`src/logic/dir_pkg.sv`:
```
// package: constants and carriers for the drive input routing block
package dir_pkg;
   // ----------------------------------------------------------------
   // configuration values
   // ----------------------------------------------------------------
   localparam logic [7:0] DIFF_SUBINDEX       = 8'h07;
   localparam logic       DIFF_SELECT_VALUE   = 1'h1;
   localparam logic       ALT_ENABLE_RESET    = 1'h1;
   localparam logic       DIFF_SELECT_RESET   = 1'h0;
   localparam logic [5:0] LEVEL_SEL_RESET     = 6'h00;
   localparam logic       ANALOG_RANGE_RESET  = 1'h0;
   localparam int         ADC_BITS            = 10;
   localparam int         NUM_INPUTS          = 6;
   localparam logic [3:0] ROTARY_OFF          = 4'h0;
   localparam logic [3:0] ROTARY_CLKDIR       = 4'h1;
   // ----------------------------------------------------------------
   // timing
   // ----------------------------------------------------------------
   localparam int CLK_HZ          = 10_000_000;
   localparam int MAX_TOGGLE_HZ   = 1_000_000;
   localparam int MIN_TOGGLE_CYC  = CLK_HZ / MAX_TOGGLE_HZ;
   // ----------------------------------------------------------------
   // types
   // ----------------------------------------------------------------
   typedef enum logic [1:0] {
      DIR_ST_CONFIG,
      DIR_ST_ROTARY,
      DIR_ST_PROGRAM,
      DIR_ST_RUN
   } dir_phase_t;

   typedef struct packed {
      logic release_n;
      logic direction;
      logic step_clk;
   } dir_motion_t;

   typedef struct packed {
      dir_phase_t  phase;
      logic        diff_select;
      logic        alt_enable;
      logic        clkdir_mode;
      logic [3:0]  rotary_mode;
      logic [5:0]  level_sel;
      logic        analog_range;
      logic [5:0]  gp_inputs;
      dir_motion_t motion;
      logic        motion_valid;
      logic [9:0]  analog_value;
      logic        program_start;
   } dir_state_t;
endpackage : dir_pkg

```
`src/logic/dir_routing.sv`:
```
// module: drive input routing for the io connector
`timescale 1ns/1ns
`default_nettype none
module dir_routing (
   input  wire logic              i_sys_clk,
   input  wire logic              i_rst_n,
   input  wire logic [5:0]        i_pins,
   input  wire logic [9:0]        i_adc_sample,
   input  wire logic              i_cfg_done,
   input  wire logic              i_cfg_write,
   input  wire logic [7:0]        i_cfg_subindex,
   input  wire logic              i_cfg_diff_value,
   input  wire logic              i_alt_enable_write,
   input  wire logic              i_alt_enable_value,
   input  wire logic              i_factory_default,
   input  wire logic [5:0]        i_level_sel,
   input  wire logic              i_analog_range,
   input  wire logic [3:0]        i_mode_rotary_selector,
   output logic [5:0]             o_gp_inputs,
   output dir_pkg::dir_motion_t   o_motion,
   output logic                   o_motion_valid,
   output logic [5:0]             o_level_sel,
   output logic                   o_analog_range,
   output logic [9:0]             o_analog_value,
   output logic                   o_diff_select,
   output logic                   o_alt_enable,
   output logic                   o_clkdir_mode,
   output logic                   o_program_start
);
   dir_pkg::dir_state_t st;
   dir_pkg::dir_state_t next_st;

   // ----------------------------------------------------------------
   // helpers
   // ----------------------------------------------------------------
   // differential pair level: positive leg high and negative leg low
   function automatic logic diff_level(input logic neg, input logic pos);
      diff_level = pos & ~neg;
   endfunction : diff_level

   logic [2:0] pair;
   assign pair[0] = diff_level(i_pins[0], i_pins[1]);
   assign pair[1] = diff_level(i_pins[2], i_pins[3]);
   assign pair[2] = diff_level(i_pins[4], i_pins[5]);

   // ----------------------------------------------------------------
   // next state
   // ----------------------------------------------------------------
   always_comb begin
      next_st               = st;
      next_st.program_start = 1'b0;
      if (i_cfg_write && i_cfg_subindex == dir_pkg::DIFF_SUBINDEX) begin
         next_st.diff_select = (i_cfg_diff_value == dir_pkg::DIFF_SELECT_VALUE);
      end
      if (i_factory_default) begin
         next_st.alt_enable = dir_pkg::ALT_ENABLE_RESET;
      end else if (i_alt_enable_write) begin
         next_st.alt_enable = i_alt_enable_value;
      end
      next_st.level_sel    = i_level_sel;
      next_st.analog_range = i_analog_range;
      next_st.analog_value = i_adc_sample;
      case (st.phase)
         dir_pkg::DIR_ST_CONFIG: begin
            if (i_cfg_done) begin
               next_st.phase = dir_pkg::DIR_ST_ROTARY;
            end
         end
         dir_pkg::DIR_ST_ROTARY: begin
            next_st.rotary_mode = i_mode_rotary_selector;
            next_st.clkdir_mode = (i_mode_rotary_selector == dir_pkg::ROTARY_CLKDIR);
            next_st.phase       = dir_pkg::DIR_ST_PROGRAM;
         end
         dir_pkg::DIR_ST_PROGRAM: begin
            next_st.program_start = 1'b1;
            next_st.phase         = dir_pkg::DIR_ST_RUN;
         end
         dir_pkg::DIR_ST_RUN: begin
            next_st.phase = dir_pkg::DIR_ST_RUN;
         end
         default: begin
            next_st.phase = dir_pkg::DIR_ST_CONFIG;
         end
      endcase
      // routing of pins to functions
      next_st.motion       = '0;
      next_st.motion_valid = 1'b0;
      if (st.diff_select) begin
         next_st.gp_inputs = {3'h0, pair};
      end else begin
         next_st.gp_inputs = i_pins;
      end
      if (st.alt_enable) begin
         next_st.motion_valid = 1'b1;
         if (st.diff_select) begin
            next_st.motion.release_n = pair[0];
            next_st.motion.direction = pair[1];
            next_st.motion.step_clk  = pair[2];
            next_st.gp_inputs        = 6'h00;
         end else begin
            next_st.motion.release_n = i_pins[0];
            next_st.motion.direction = i_pins[1];
            next_st.motion.step_clk  = i_pins[2];
            next_st.gp_inputs        = {i_pins[5:3], 3'h0};
         end
      end else if (st.clkdir_mode) begin
         next_st.motion_valid = 1'b1;
         if (st.diff_select) begin
            next_st.motion.direction = pair[1];
            next_st.motion.step_clk  = pair[2];
         end else begin
            next_st.motion.direction = i_pins[1];
            next_st.motion.step_clk  = i_pins[2];
         end
      end
      if (st.phase != dir_pkg::DIR_ST_RUN) begin
         next_st.motion_valid = 1'b0;
         next_st.motion       = '0;
      end
   end

   always_ff @(posedge i_sys_clk) begin
      if (!i_rst_n) begin
         st              <= '0;
         st.phase        <= dir_pkg::DIR_ST_CONFIG;
         st.diff_select  <= dir_pkg::DIFF_SELECT_RESET;
         st.alt_enable   <= dir_pkg::ALT_ENABLE_RESET;
         st.level_sel    <= dir_pkg::LEVEL_SEL_RESET;
         st.analog_range <= dir_pkg::ANALOG_RANGE_RESET;
         st.rotary_mode  <= dir_pkg::ROTARY_OFF;
      end else begin
         st <= next_st;
      end
   end

   // ----------------------------------------------------------------
   // outputs
   // ----------------------------------------------------------------
   assign o_gp_inputs     = st.gp_inputs;
   assign o_motion        = st.motion;
   assign o_motion_valid  = st.motion_valid;
   assign o_level_sel     = st.level_sel;
   assign o_analog_range  = st.analog_range;
   assign o_analog_value  = st.analog_value;
   assign o_diff_select   = st.diff_select;
   assign o_alt_enable    = st.alt_enable;
   assign o_clkdir_mode   = st.clkdir_mode;
   assign o_program_start = st.program_start;

   // ----------------------------------------------------------------
   // checks
   // ----------------------------------------------------------------
   property p_diff_cfg;
      @(posedge i_sys_clk) disable iff (!i_rst_n)
      (i_cfg_write && i_cfg_subindex == dir_pkg::DIFF_SUBINDEX && i_cfg_diff_value)
         |=> o_diff_select;
   endproperty
   a_diff_cfg: assert property (p_diff_cfg) else $error("diff select not taken");

   property p_diff_refused;
      @(posedge i_sys_clk) disable iff (!i_rst_n)
      (i_cfg_write && i_cfg_subindex != dir_pkg::DIFF_SUBINDEX)
         |=> (o_diff_select == $past(o_diff_select));
   endproperty
   a_diff_refused: assert property (p_diff_refused) else $error("foreign entry moved diff");

   property p_alt_write;
      @(posedge i_sys_clk) disable iff (!i_rst_n)
      (i_alt_enable_write && !i_factory_default) |=> (o_alt_enable == $past(i_alt_enable_value));
   endproperty
   a_alt_write: assert property (p_alt_write) else $error("alt enable not stored");

   property p_factory;
      @(posedge i_sys_clk) disable iff (!i_rst_n)
      i_factory_default |=> o_alt_enable;
   endproperty
   a_factory: assert property (p_factory) else $error("factory default lost alt");

   property p_se_clkdir;
      @(posedge i_sys_clk) disable iff (!i_rst_n)
      (st.phase == dir_pkg::DIR_ST_RUN && st.clkdir_mode && !st.alt_enable && !st.diff_select)
         |=> (o_motion.direction == $past(i_pins[1]) && o_motion.step_clk == $past(i_pins[2]));
   endproperty
   a_se_clkdir: assert property (p_se_clkdir) else $error("clock-direction routing wrong");

   property p_diff_pair;
      @(posedge i_sys_clk) disable iff (!i_rst_n)
      (st.phase == dir_pkg::DIR_ST_RUN && st.alt_enable && st.diff_select)
         |=> (o_motion.step_clk == ($past(i_pins[5]) & ~$past(i_pins[4])));
   endproperty
   a_diff_pair: assert property (p_diff_pair) else $error("pair three wrong");

   property p_alt_diff_legs;
      @(posedge i_sys_clk) disable iff (!i_rst_n)
      (st.phase == dir_pkg::DIR_ST_RUN && st.alt_enable && st.diff_select)
         |=> (o_motion.release_n == ($past(i_pins[1]) & ~$past(i_pins[0]))
              && o_motion.direction == ($past(i_pins[3]) & ~$past(i_pins[2])));
   endproperty
   a_alt_diff_legs: assert property (p_alt_diff_legs) else $error("pair one or two wrong");

   property p_analog;
      @(posedge i_sys_clk) disable iff (!i_rst_n)
      // reset is synchronous, so the first edge that samples i_rst_n high already loads next_st and the attempt it starts holds
      i_rst_n |=> (o_analog_value == $past(i_adc_sample) && o_analog_range == $past(i_analog_range));
   endproperty
   a_analog: assert property (p_analog) else $error("analog path wrong");

   property p_order;
      @(posedge i_sys_clk) disable iff (!i_rst_n)
      (st.phase == dir_pkg::DIR_ST_CONFIG && i_cfg_done) |=> ##2 o_program_start;
   endproperty
   a_order: assert property (p_order) else $error("start order wrong");

   property p_plain;
      @(posedge i_sys_clk) disable iff (!i_rst_n)
      (!st.alt_enable && !st.clkdir_mode && !st.diff_select)
         |=> (!o_motion_valid && o_gp_inputs == $past(i_pins));
   endproperty
   a_plain: assert property (p_plain) else $error("plain inputs drove motion");
endmodule : dir_routing
`default_nettype wire

```
`config.mk`:
```
export PLATFORM = sky130hd
export DESIGN_NAME = dir_routing
export DESIGN_NICKNAME = d
export VERILOG_FILES = /design/src/logic/dir_pkg.sv /design/src/logic/dir_routing.sv
export SDC_FILE = /design/constraint.sdc
export NUM_CORES = 1
export LEC_CHECK = 0
export BUFFER_PORTS_ARGS = -buffer_cell sky130_fd_sc_hd__buf_2
export CAP_MARGIN = 20
export CORE_MARGIN = 1.5
export CORE_UTILIZATION = 45
export DETAILED_ROUTE_END_ITERATION = 8
export PLACE_DENSITY = 0.8
export SETUP_SLACK_MARGIN = 0.4
export SYNTH_ARGS = -nofsm -noshare
export SYNTH_HDL_FRONTEND = slang
export SYNTH_SLANG_ARGS = --single-unit
export TNS_END_PERCENT = 5
```
`constraint.sdc`:
```
create_clock -name i_sys_clk -period 2.55 [get_ports i_sys_clk]
set_input_delay 0.1275 -clock i_sys_clk [delete_from_list [all_inputs] [get_ports i_sys_clk]]
set_output_delay 0.1275 -clock i_sys_clk [all_outputs]
set_load 0.1 [all_outputs]
```
==> flow_metrics.tcl <==
set metrics [dict create \
    status "complete, no violations" \
    dp_hpwl_mm 1.68 \
    synth_area_sq_um 1220 \
    tritoncts "yes" \
    clock-skew-final_ns 0.00130 \
    yosys-top-cells-area "dfxtp_1, buf_4, and2_1" \
    grt_pass1_vias 868 \
    viasPerCell 4.31 \
    yosys.area.top_type "dfxtp_1" \
    p_per_area_nw_per_um2 654 \
    n_antenna_cell 0 \
    post_cts_resized 0 \
    nFillCells 209 \
    core_region_area_sq_um 2520 \
    syn-num-nets 159 \
    wl_per_cell_um 10.7 \
    maxSlewHeadroom_pct 67.3 \
    regArea_sq_um 661 \
    path_cells "buf_2" \
    hold_start "i_level_sel[2]" \
    vias 917 \
    ctsHtreeMaxLevel 2 \
    seq_area_frac_synth_pct 54.0 \
    fin_crit_sh_pct 52.7 \
    start_util_pct 48.5 \
    ant_nets 0 \
    ys_ff_latch 33 \
    path_class "flip-flop to output port" \
    synthFlopType "dfxtp_1" \
    clockRootBuffer "clkbuf_4" \
    timing.max_cap.violations 0 \
    min_path_type "input pin to flip-flop" \
    synth_commonest_cells "dfxtp_1, buf_4, and2_1, nor2_1" \
    ir_drop_mv 0.476 \
    multi_input_area_sq_um 355 \
    finalCriticalPeriod_ns 1.34 \
    whs_ns 0.0142 \
    synth_top_cell_area_share_pct 54.0 \
    insertion_delay_ns 0.32 \
    arrival_ns 1.22 \
    setup_viol_count_final 0 \
    rsz0062_at_grt "false" \
    rr_startpoint "st[35]" \
    syn_inst 116 \
    gr-total-overflow 0 \
    routed_wirelength_mm 2.29 \
    r2r_slack_ns 1.58 \
    clock_path_buffers 2 \
    p_leak_nw 0.828 \
    crit_required_ns 2.42 \
    layout-drive-gt1-share_pct 44.8 \
    slowest_delay_ns 0.46 \
    async_flop_share_pct 0 \
    cp-end-kind "output port" \
    grt_usage_pct 16.8 \
    drt-initial-drc-count 3 \
    clkSinkCount 33 \
    yosysWarnings 0 \
    hold_viol 0 \
    critPathBufInv 1 \
    drc 0 \
    maxSlewViolCount 0 \
    grt_max_degree 29 \
    crit_path_max_fanout 7 \
    grt_pass1_wl_mm 3.43 \
    syn_area_per_cell_sq_um 10.5 \
    place_congestion 0.686 \
    rows 18 \
    yosysUniqueCellTypes 20 \
    tightestPinTransition_ns 0.494 \
    cpLargestDelayFamily "buffers and inverters" \
    fmax_mhz 744 \
    drt-pass1-iter-count 2 \
    crit_path_start_kind "flip-flop" \
    die_w_um 55.1 \
    clk_pin_slew_worst_paths_ns 0.09 \
    cp_slowest_cell "buf_2" \
    io_buffers 73 \
    synth_enable_flop_cells 0 \
    pin_count 74 \
    yosysMostFrequentCell "dfxtp_1" \
    cts_buffers 5 \
    tns_ns 0 \
    layout.nets 225 \
    grt_antenna_before_repair 0 \
    fp.dieH_um 55.1 \
    area_growth_pct 32.3 \
    dieArea_sq_um 3040 \
    worstSetupStartpoint "o_diff_select" \
]
==> cells in the final DEF, fill, tap and decap left out, types with 3 or more instances in the layout <==
master and n:
buf_2 73, dfxtp_1 33, and2_1 20, dlygate4sd3_1 14, nor2_1 7, clkbuf_4 5, nand2_1 4, nor2b_1 4
mux2i_1 3
==> state kept, by name, indices dropped and copies added, names as in the netlist <==
| signal | flops |
|---|---|
| o_analog_range | 1 |
| o_gp_inputs | 6 |
| o_clkdir_mode | 1 |
| o_alt_enable | 1 |
| o_motion | 3 |
| o_level_sel | 6 |
| o_diff_select | 1 |
| o_analog_value | 10 |
| o_program_start | 1 |
| st | 2 |
| o_motion_valid | 1 |
==> cells by family (layout without fill, tap and decap cells) <==
family	after synthesis	count (layout)	synth area share (%)
multiplexers	3	3	2.46
AO/OA/AOI/OAI	6	6	3.48
AND/OR/NAND/NOR	44	44	23.1
flip-flops	33	33	54.0
buffers and inverters	30	97	16.9
==> area by class of cell <==
type | count | share of cell area [%]
Sequential cell | 33 | 40.8
Inverter | 2 | 0.464
Timing Repair Buffer | 87 | 31.2
Clock buffer | 6 | 2.55
Multi-Input combinational cell | 53 | 22.0
Tap cell | 30 | 2.32
Clock inverter | 2 | 0.619
==> worst paths after layout <==
check / endpoint / cells after the start
worst min-delay path: o_level_sel[2] / 2
worst max register to register: o_clkdir_mode / 3
worst min register to register: o_program_start / 1
worst max-delay path: o_diff_select / 1
==> power by group <==
group	leakage (nW)	total, mW	internal [mW]	switching [mW]
Sequential	0.272	0.547	0.538	0.00942
Clock	0.0320	0.267	0.105	0.163
Combinational	0.524	0.244	0.0667	0.177
==> layer usage <==
layer / up-vias / track usage [%] / wire [um]
li1: 475 / - / -
met1: 377 / 16.3 / 884
met2: 59 / 28.4 / 1100
met3: 6 / 8.06 / 250
met4: 0 / 11.0 / 49
met5: - / 0 / 0
==> worst register-to-register path, delay by kind of cell (launching register included) <==
| family | cells | cell delay [ns] |
|---|---|---|
| flops | 1 | 0.42 |
| mux | 1 | 0.20 |
| simple gates | 2 | 0.26 |
==> timing repair <==
item                                   4_1_cts  5_1_grt
hold buffers                                11        3
endpoints found under the hold margin       11        3
buffers inserted                             0        0
==> through the flow <==
| stage | area [sq um] | std cells | utilization (%) | total power [mW] | setup slack, ns |
|---|---|---|---|---|---|
| final | 1620 | 213 | 64.1 | 1.06 | 1.21 |
| after global routing | 1620 | 213 | 64.1 | 1.11 | 1.14 |
| after CTS | 1590 | 210 | 62.9 | 1.07 | 1.19 |
| after detailed placement | 1430 | 191 | 56.5 | 0.788 | 1.24 |
| after global placement | 1430 | 191 | 56.5 | 0.782 | 1.27 |
| after floorplan | 1220 | 116 | - | 0.756 | 1.01 |
No activity file was read; power rests on OpenSTA's default activity.
